`src/pfhost_regs.vh`:
```
// constants for the parallel flash host controller
// assumes a 200 MHz core clock and an x8 flash with 19 address lines at most
`ifndef PFHOST_REGS_VH
`define PFHOST_REGS_VH
`define PFH_ADDR_W 19
`define PFH_UNLOCK_ADDR1 19'h05555
`define PFH_UNLOCK_ADDR2 19'h02AAA
`define PFH_UNLOCK_DATA1 8'hAA
`define PFH_UNLOCK_DATA2 8'h55
`define PFH_PROGRAM_CMD 8'hA0
`define PFH_CLK_PERIOD_NS 5
`define PFH_ACCESS_NS 70
`define PFH_ACCESS_CYC ((`PFH_ACCESS_NS + `PFH_CLK_PERIOD_NS - 1) / `PFH_CLK_PERIOD_NS)
`define PFH_WE_PULSE_NS 40
`define PFH_WE_PULSE_CYC ((`PFH_WE_PULSE_NS + `PFH_CLK_PERIOD_NS - 1) / `PFH_CLK_PERIOD_NS)
`define PFH_GAP_NS 30
`define PFH_GAP_CYC ((`PFH_GAP_NS + `PFH_CLK_PERIOD_NS - 1) / `PFH_CLK_PERIOD_NS)
`define PFH_PROG_MAX_US 20
`define PFH_PROG_MAX_CYC (`PFH_PROG_MAX_US * 1000 / `PFH_CLK_PERIOD_NS)
`endif

```
`src/pfhost_ctrl.v`:
```
// host-side controller for an x8 parallel flash: byte reads and byte program
// assumes the flash pins connect directly; byte_lines is split into in/out/enable
`timescale 1ns/10ps
`include "pfhost_regs.vh"

// Behaviour
// a command is written with write strobe low while chip select is low
// flash latches address at the later falling edge of strobe or select
// flash latches data at the earlier rising edge of strobe or select
// reads hold chip select and output gate low, then sample byte lines
// chip select high deselects the flash; bus is idle then
// flash floats byte lines when select or gate is high
// one byte per program; target sector must already be erased
// program is three unlock writes then one address and data write
// internal program starts after the fourth write ends
// internal program finishes within 20 microseconds
// reads during program return status only, never array data
// flash ignores commands written during internal program
// sector erase selects the sector by address bits top line down to A12
// array is 128K, 256K or 512K bytes; top address line A16 to A18
// unlock is AA to 5555, 55 to 2AAA, A0 to 5555
// during program the inverted poll line shows the complement of the data
// during program the alternating status line toggles on each read
// a mismatched unlock write aborts the sequence to read mode
// after program the flash returns to read mode
module pfhost_ctrl (
    input wire core_clk,
    input wire rst_n,
    input wire req_valid,
    input wire req_write,
    input wire [18:0] req_addr,
    input wire [7:0] req_wdata,
    output reg req_ready,
    output reg rsp_valid,
    output reg [7:0] rsp_rdata,
    output reg rsp_error,
    output reg [18:0] flash_addr,
    output reg chip_select_n,
    output reg output_gate_n,
    output reg write_strobe_n,
    input wire [7:0] byte_lines_in,
    output reg [7:0] byte_lines_out,
    output reg byte_lines_oe
);
    localparam ST_IDLE = 3'h0;
    localparam ST_RD = 3'h1;
    localparam ST_WR = 3'h2;
    localparam ST_GAP = 3'h3;
    localparam ST_POLL = 3'h4;
    localparam ST_PGAP = 3'h5;

    reg [2:0] state_reg;
    reg [1:0] step_reg;
    reg [15:0] cnt_reg;
    reg [15:0] tmo_reg;
    reg [18:0] tgt_addr_reg;
    reg [7:0] tgt_data_reg;
    reg [7:0] s1_reg;
    reg [7:0] s2_reg;
    reg [7:0] s3_reg;
    reg [7:0] last_reg;
    reg have_last_reg;

    // pins are asynchronous to core_clk: three stages, the last two must agree
    wire [7:0] rd_byte = s3_reg;
    wire rd_stable = (s2_reg == s3_reg);

    reg [18:0] step_addr;
    reg [7:0] step_data;
    always @* begin
        case (step_reg)
            2'h0: begin
                step_addr = `PFH_UNLOCK_ADDR1;
                step_data = `PFH_UNLOCK_DATA1;
            end
            2'h1: begin
                step_addr = `PFH_UNLOCK_ADDR2;
                step_data = `PFH_UNLOCK_DATA2;
            end
            2'h2: begin
                step_addr = `PFH_UNLOCK_ADDR1;
                step_data = `PFH_PROGRAM_CMD;
            end
            default: begin
                step_addr = tgt_addr_reg;
                step_data = tgt_data_reg;
            end
        endcase
    end

    always @(posedge core_clk) begin
        s1_reg <= byte_lines_in;
        s2_reg <= s1_reg;
        s3_reg <= s2_reg;
        if (!rst_n) begin
            state_reg <= ST_IDLE;
            step_reg <= 2'h0;
            cnt_reg <= 16'h0000;
            tmo_reg <= 16'h0000;
            tgt_addr_reg <= 19'h00000;
            tgt_data_reg <= 8'h00;
            last_reg <= 8'h00;
            have_last_reg <= 1'b0;
            req_ready <= 1'b0;
            rsp_valid <= 1'b0;
            rsp_rdata <= 8'h00;
            rsp_error <= 1'b0;
            flash_addr <= 19'h00000;
            chip_select_n <= 1'b1;
            output_gate_n <= 1'b1;
            write_strobe_n <= 1'b1;
            byte_lines_out <= 8'h00;
            byte_lines_oe <= 1'b0;
        end else begin
            rsp_valid <= 1'b0;
            case (state_reg)
                ST_IDLE: begin
                    chip_select_n <= 1'b1;
                    output_gate_n <= 1'b1;
                    write_strobe_n <= 1'b1;
                    byte_lines_oe <= 1'b0;
                    req_ready <= 1'b1;
                    if (req_valid && req_ready) begin
                        req_ready <= 1'b0;
                        cnt_reg <= 16'h0000;
                        if (req_write) begin
                            // one byte per program; erase is the caller's job, see
                            tgt_addr_reg <= req_addr;
                            tgt_data_reg <= req_wdata;
                            step_reg <= 2'h0;
                            tmo_reg <= 16'h0000;
                            state_reg <= ST_WR;
                        end else begin
                            flash_addr <= req_addr;
                            chip_select_n <= 1'b0;
                            output_gate_n <= 1'b0;
                            state_reg <= ST_RD;
                        end
                    end
                end
                ST_RD: begin
                    cnt_reg <= cnt_reg + 16'h0001;
                    // three extra cycles cover the pin synchroniser
                    if (cnt_reg >= `PFH_ACCESS_CYC + 3 && rd_stable) begin
                        rsp_rdata <= rd_byte;
                        rsp_error <= 1'b0;
                        rsp_valid <= 1'b1;
                        chip_select_n <= 1'b1;
                        output_gate_n <= 1'b1;
                        state_reg <= ST_IDLE;
                    end
                end
                ST_WR: begin
                    cnt_reg <= cnt_reg + 16'h0001;
                    if (cnt_reg == 16'h0000) begin
                        // address settles with strobes high; gate stays high so the flash floats, see
                        flash_addr <= step_addr;
                        byte_lines_out <= step_data;
                        byte_lines_oe <= 1'b1;
                        output_gate_n <= 1'b1;
                    end else if (cnt_reg == 16'h0001) begin
                        // select then strobe: strobe falls last and latches the address, see
                        chip_select_n <= 1'b0;
                    end else if (cnt_reg == 16'h0002) begin
                        write_strobe_n <= 1'b0;
                    end else if (cnt_reg == `PFH_WE_PULSE_CYC + 2) begin
                        // strobe rises first and latches the data, see
                        write_strobe_n <= 1'b1;
                    end else if (cnt_reg > `PFH_WE_PULSE_CYC + 2) begin
                        chip_select_n <= 1'b1;
                        cnt_reg <= 16'h0000;
                        state_reg <= ST_GAP;
                    end
                end
                ST_GAP: begin
                    byte_lines_oe <= 1'b0;
                    cnt_reg <= cnt_reg + 16'h0001;
                    if (cnt_reg >= `PFH_GAP_CYC) begin
                        cnt_reg <= 16'h0000;
                        if (step_reg == 2'h3) begin
                            // fourth write done: internal program running, see
                            have_last_reg <= 1'b0;
                            state_reg <= ST_POLL;
                        end else begin
                            step_reg <= step_reg + 2'h1;
                            state_reg <= ST_WR;
                        end
                    end
                end
                ST_POLL: begin
                    // no writes are issued while programming, see
                    tmo_reg <= tmo_reg + 16'h0001;
                    cnt_reg <= cnt_reg + 16'h0001;
                    if (cnt_reg == 16'h0000) begin
                        flash_addr <= tgt_addr_reg;
                        chip_select_n <= 1'b0;
                        output_gate_n <= 1'b0;
                    end else if (cnt_reg >= `PFH_ACCESS_CYC + 3 && rd_stable) begin
                        chip_select_n <= 1'b1;
                        output_gate_n <= 1'b1;
                        cnt_reg <= 16'h0000;
                        last_reg <= rd_byte;
                        have_last_reg <= 1'b1;
                        // status reads are never returned as data, see
                        // done when the alternating line stops and poll line is true, see
                        if (have_last_reg && rd_byte[6] == last_reg[6] && rd_byte[7] == tgt_data_reg[7]) begin
                            rsp_error <= 1'b0;
                            rsp_valid <= 1'b1;
                            state_reg <= ST_IDLE; // flash back in read mode, see
                        end else if (tmo_reg >= `PFH_PROG_MAX_CYC) begin
                            // past the longest program time, see
                            rsp_error <= 1'b1;
                            rsp_valid <= 1'b1;
                            state_reg <= ST_IDLE;
                        end else begin
                            state_reg <= ST_PGAP;
                        end
                    end
                end
                ST_PGAP: begin
                    // select must go high between reads so the status line toggles
                    tmo_reg <= tmo_reg + 16'h0001;
                    cnt_reg <= cnt_reg + 16'h0001;
                    if (cnt_reg >= `PFH_GAP_CYC) begin
                        cnt_reg <= 16'h0000;
                        state_reg <= ST_POLL;
                    end
                end
                default: begin
                    state_reg <= ST_IDLE;
                end
            endcase
        end
    end
endmodule

```
`config.mk`:
```
export PLATFORM = sky130hd
export DESIGN_NAME = pfhost_ctrl
export DESIGN_NICKNAME = d
export VERILOG_FILES = /design/src/pfhost_ctrl.v
export VERILOG_INCLUDE_DIRS = /design/src
export SDC_FILE = /design/constraint.sdc
export NUM_CORES = 1
export LEC_CHECK = 0
export BUFFER_PORTS_ARGS = -buffer_cell sky130_fd_sc_hd__buf_2
export CORE_MARGIN = 3
export CORE_UTILIZATION = 35
export CTS_CLUSTER_SIZE = 8
export DETAILED_ROUTE_END_ITERATION = 10
export HOLD_SLACK_MARGIN = 0.02
export PLACE_DENSITY = 0.51
export SLEW_MARGIN = 20
export SYNTH_ARGS = -nofsm -noshare
export SYNTH_HDL_FRONTEND = slang
export SYNTH_SLANG_ARGS = --single-unit
```
`constraint.sdc`:
```
create_clock -name core_clk -period 4.7 [get_ports core_clk]
set_input_delay 1.41 -clock core_clk [delete_from_list [all_inputs] [get_ports core_clk]]
set_output_delay 1.41 -clock core_clk [all_outputs]
set_load 0.05 [all_outputs]
```
==> flow_summary.yaml <==
status:
  outcome: "finished, final reports clean"
sta:
  fin_crit_sh_pct: 64.2
  fin_crit_ns: 3.02
  slew_violations: 0
  skew_ns: 0.0121
  hold_violations: 0
  setup_violations: 0
  slew-limit-headroom_pct: 34.4
  finalSetupTns_ns: 0
  fmaxAchievable_ghz: 0.331
  worst_slew_pin_slew_ns: 0.983
  fin_ws_ns: 1.68
  timing.hold.ws_ns: 0.325
  rsz0062_at_grt: "false"
clocking:
  cts_tree: "done"
  cts_setup_buffers: 0
  cts_inserted_buffers: 17
  clock_latency_ns: 0.42
  root_buffer: "clkbuf_16"
  clk_pin_slew_ns: 0.06
  post_cts_resized: 0
  cts_max_path_buffers: 2
  cts_sinks: 132
  ctsHoldBuffers: 0
  ctsHtreeMaxLevel: 4
pwr:
  power_uw: 3880
  p_leak_uw: 0.00267
  peakVddDrop_v: 0.000272
  powerDensity_nw_per_um2: 569
detailed_routing:
  ant_nets: 0
  vias: 4894
  wirelength_um: 14500
  wl_per_cell_um: 15.2
  viasPerCell: 5.14
  drc: 0
  first_iter_violations: 210
  drt_first_pass_iters: 5
die:
  fp.dieH_um: 134
  die_area_um2: 18000
  io_pins: 81
  rows: 46
  die_w_um: 134
  start_util_pct: 36.0
  core-area_um2: 16000
logic_synthesis:
  synthArstFlopShare_pct: 0
  yosys_most_used_dff: "dfxtp_1"
  ys_warn_count: 0
  synth_edf_count: 0
  yosys_register_bits: 132
  yosys-top-cells-count: "dfxtp_1 (132), nand2_1 (103), nor2_1 (56)"
  synth.top_cells.by_area: "dfxtp_1 (46%), nand2_1 (6.7%), a21oi_1 (4.6%), nor2_1 (3.6%), a211oi_1 (2.6%)"
  synth_top_area_cell: "dfxtp_1"
  avgSynthCellArea_um2: 8.68
  ys_types: 59
  ys_seq_area_share_pct: 45.8
  synth_fp_nets: 713
  yosys.cell_count.top_type: "dfxtp_1"
  syn_area_um2: 5760
  synthCells: 664
  synth_top_area_share_pct: 45.8
final_layout:
  stdcell_count: 952
  nets: 773
  n_antenna_cell: 0
  drive_gt1_share_pct: 20.2
  syn2layout_area_growth_pct: 18.4
place:
  dp_hpwl_um: 10100
  pre_cts_slack_ns: 1.30
  place.gp.congestion: 0.814
  io_buffers: 80
  dp_cells: 921
critical_path:
  critical_path.endpoint_type: "flip-flop"
  r2r_cells: 7
  timing.rr.end: "flash_addr[10]"
  cp-startpoint: "state_reg[0]"
  rr_startpoint: "state_reg[0]"
  crit_path_max_fanout: 38
  cp-endpoint: "flash_addr[10]"
  reg2reg_slack_ns: 1.68
  crit_path_start_kind: "flip-flop"
  worstSetupPathType: "flip-flop to flip-flop"
  required_ns: 5.03
  arrival_ns: 3.34
global_route:
  grt_antenna_before_repair: 0
  grt_pass1_vias: 4748
  grt_pass1_wl_um: 23900
  track_usage_pct: 16.4
  grt_max_degree: 48
  overflow: 0
worst_hold_path:
  hold_path_class: "flip-flop to flip-flop"
  hold_path_depth: 0
  min_from: "s1_reg[7]"
flow_run:
  maxCapViolCount: 0
==> power breakdown <==
part / leakage, µW / total, µW / internal, µW / switching [µW]
sequential: 0.00108 / 1370 / 1260 / 112
combinational: 0.00132 / 1270 / 368 / 900
clock: 0.000267 / 1240 / 741 / 499
==> layout make-up <==
type	instances	area, µm²
inverters	11	41.3
flip-flops and latches	132	2640
repair buffers	84	430
multi-input cells	478	2890
fillers	1640	9180
clock buffers	20	447
well taps	216	270
clock inverters	11	104
==> cells in the final DEF, fill, tap and decap left out, drive strengths merged, types with 6 or more instances in the layout <==
master	count
dfxtp	132
nand2	103
buf	84
nor2	66
a21oi	53
a211oi	32
nand3	25
nor3	21
clkbuf	20
a221oi	15
xnor2	15
inv	14
o21ai	13
mux2i	11
xor2	10
ha	10
and3	8
a31oi	8
nand4	7
nor2b	6
and2	6
or3	6
==> worst min path at each step <==
stage,slack [ns],end
after floorplan,0.31,s2_reg[0]
after global placement,0.31,s2_reg[4]
after detailed placement,0.31,s2_reg[7]
after CTS,0.33,s2_reg[7]
after global routing,0.33,s2_reg[7]
final,0.33,s2_reg[7]
==> logic make-up (layout without fill, tap and decap cells) <==
group | count (synthesis) | in the layout | synth area share [%]
AO/OA/AOI/OAI | 157 | 157 | 19.4
XOR/XNOR | 25 | 25 | 3.80
AND/OR/NAND/NOR | 273 | 273 | 22.3
buffers and inverters | 54 | 126 | 4.17
adder cells (fa/ha/maj) | 10 | 10 | 2.17
multiplexers | 13 | 13 | 2.30
flip-flops | 132 | 132 | 45.8
==> worst max-delay path: stages, from the launching register on <==
cell,delay [ns]
dfxtp_1,0.55
nor2_1,0.50
nand3b_1,0.24
or3_1,0.61
a211oi_4,0.26
buf_4,0.44
nor2_1,0.08
a211oi_1,0.21
==> metal layers <==
layer | wire length, µm | track usage, % | share of wire (%)
met1 | 6980 | 21.1 | 48
met2 | 6660 | 26.7 | 46
met3 | 730 | 4.20 | 5.0
met4 | 140 | 5.88 | 0.96
met5 | 0 | 0 | 0
==> stage by stage <==
stage               cell area (µm²)  util [%]
finish                         6820      42.6
global route                   6820      42.6
CTS                            6820      42.6
detailed placement             6270      39.2
global placement               6270      39.2
floorplan                      5760         -
(Power assumes the default switching activity.)
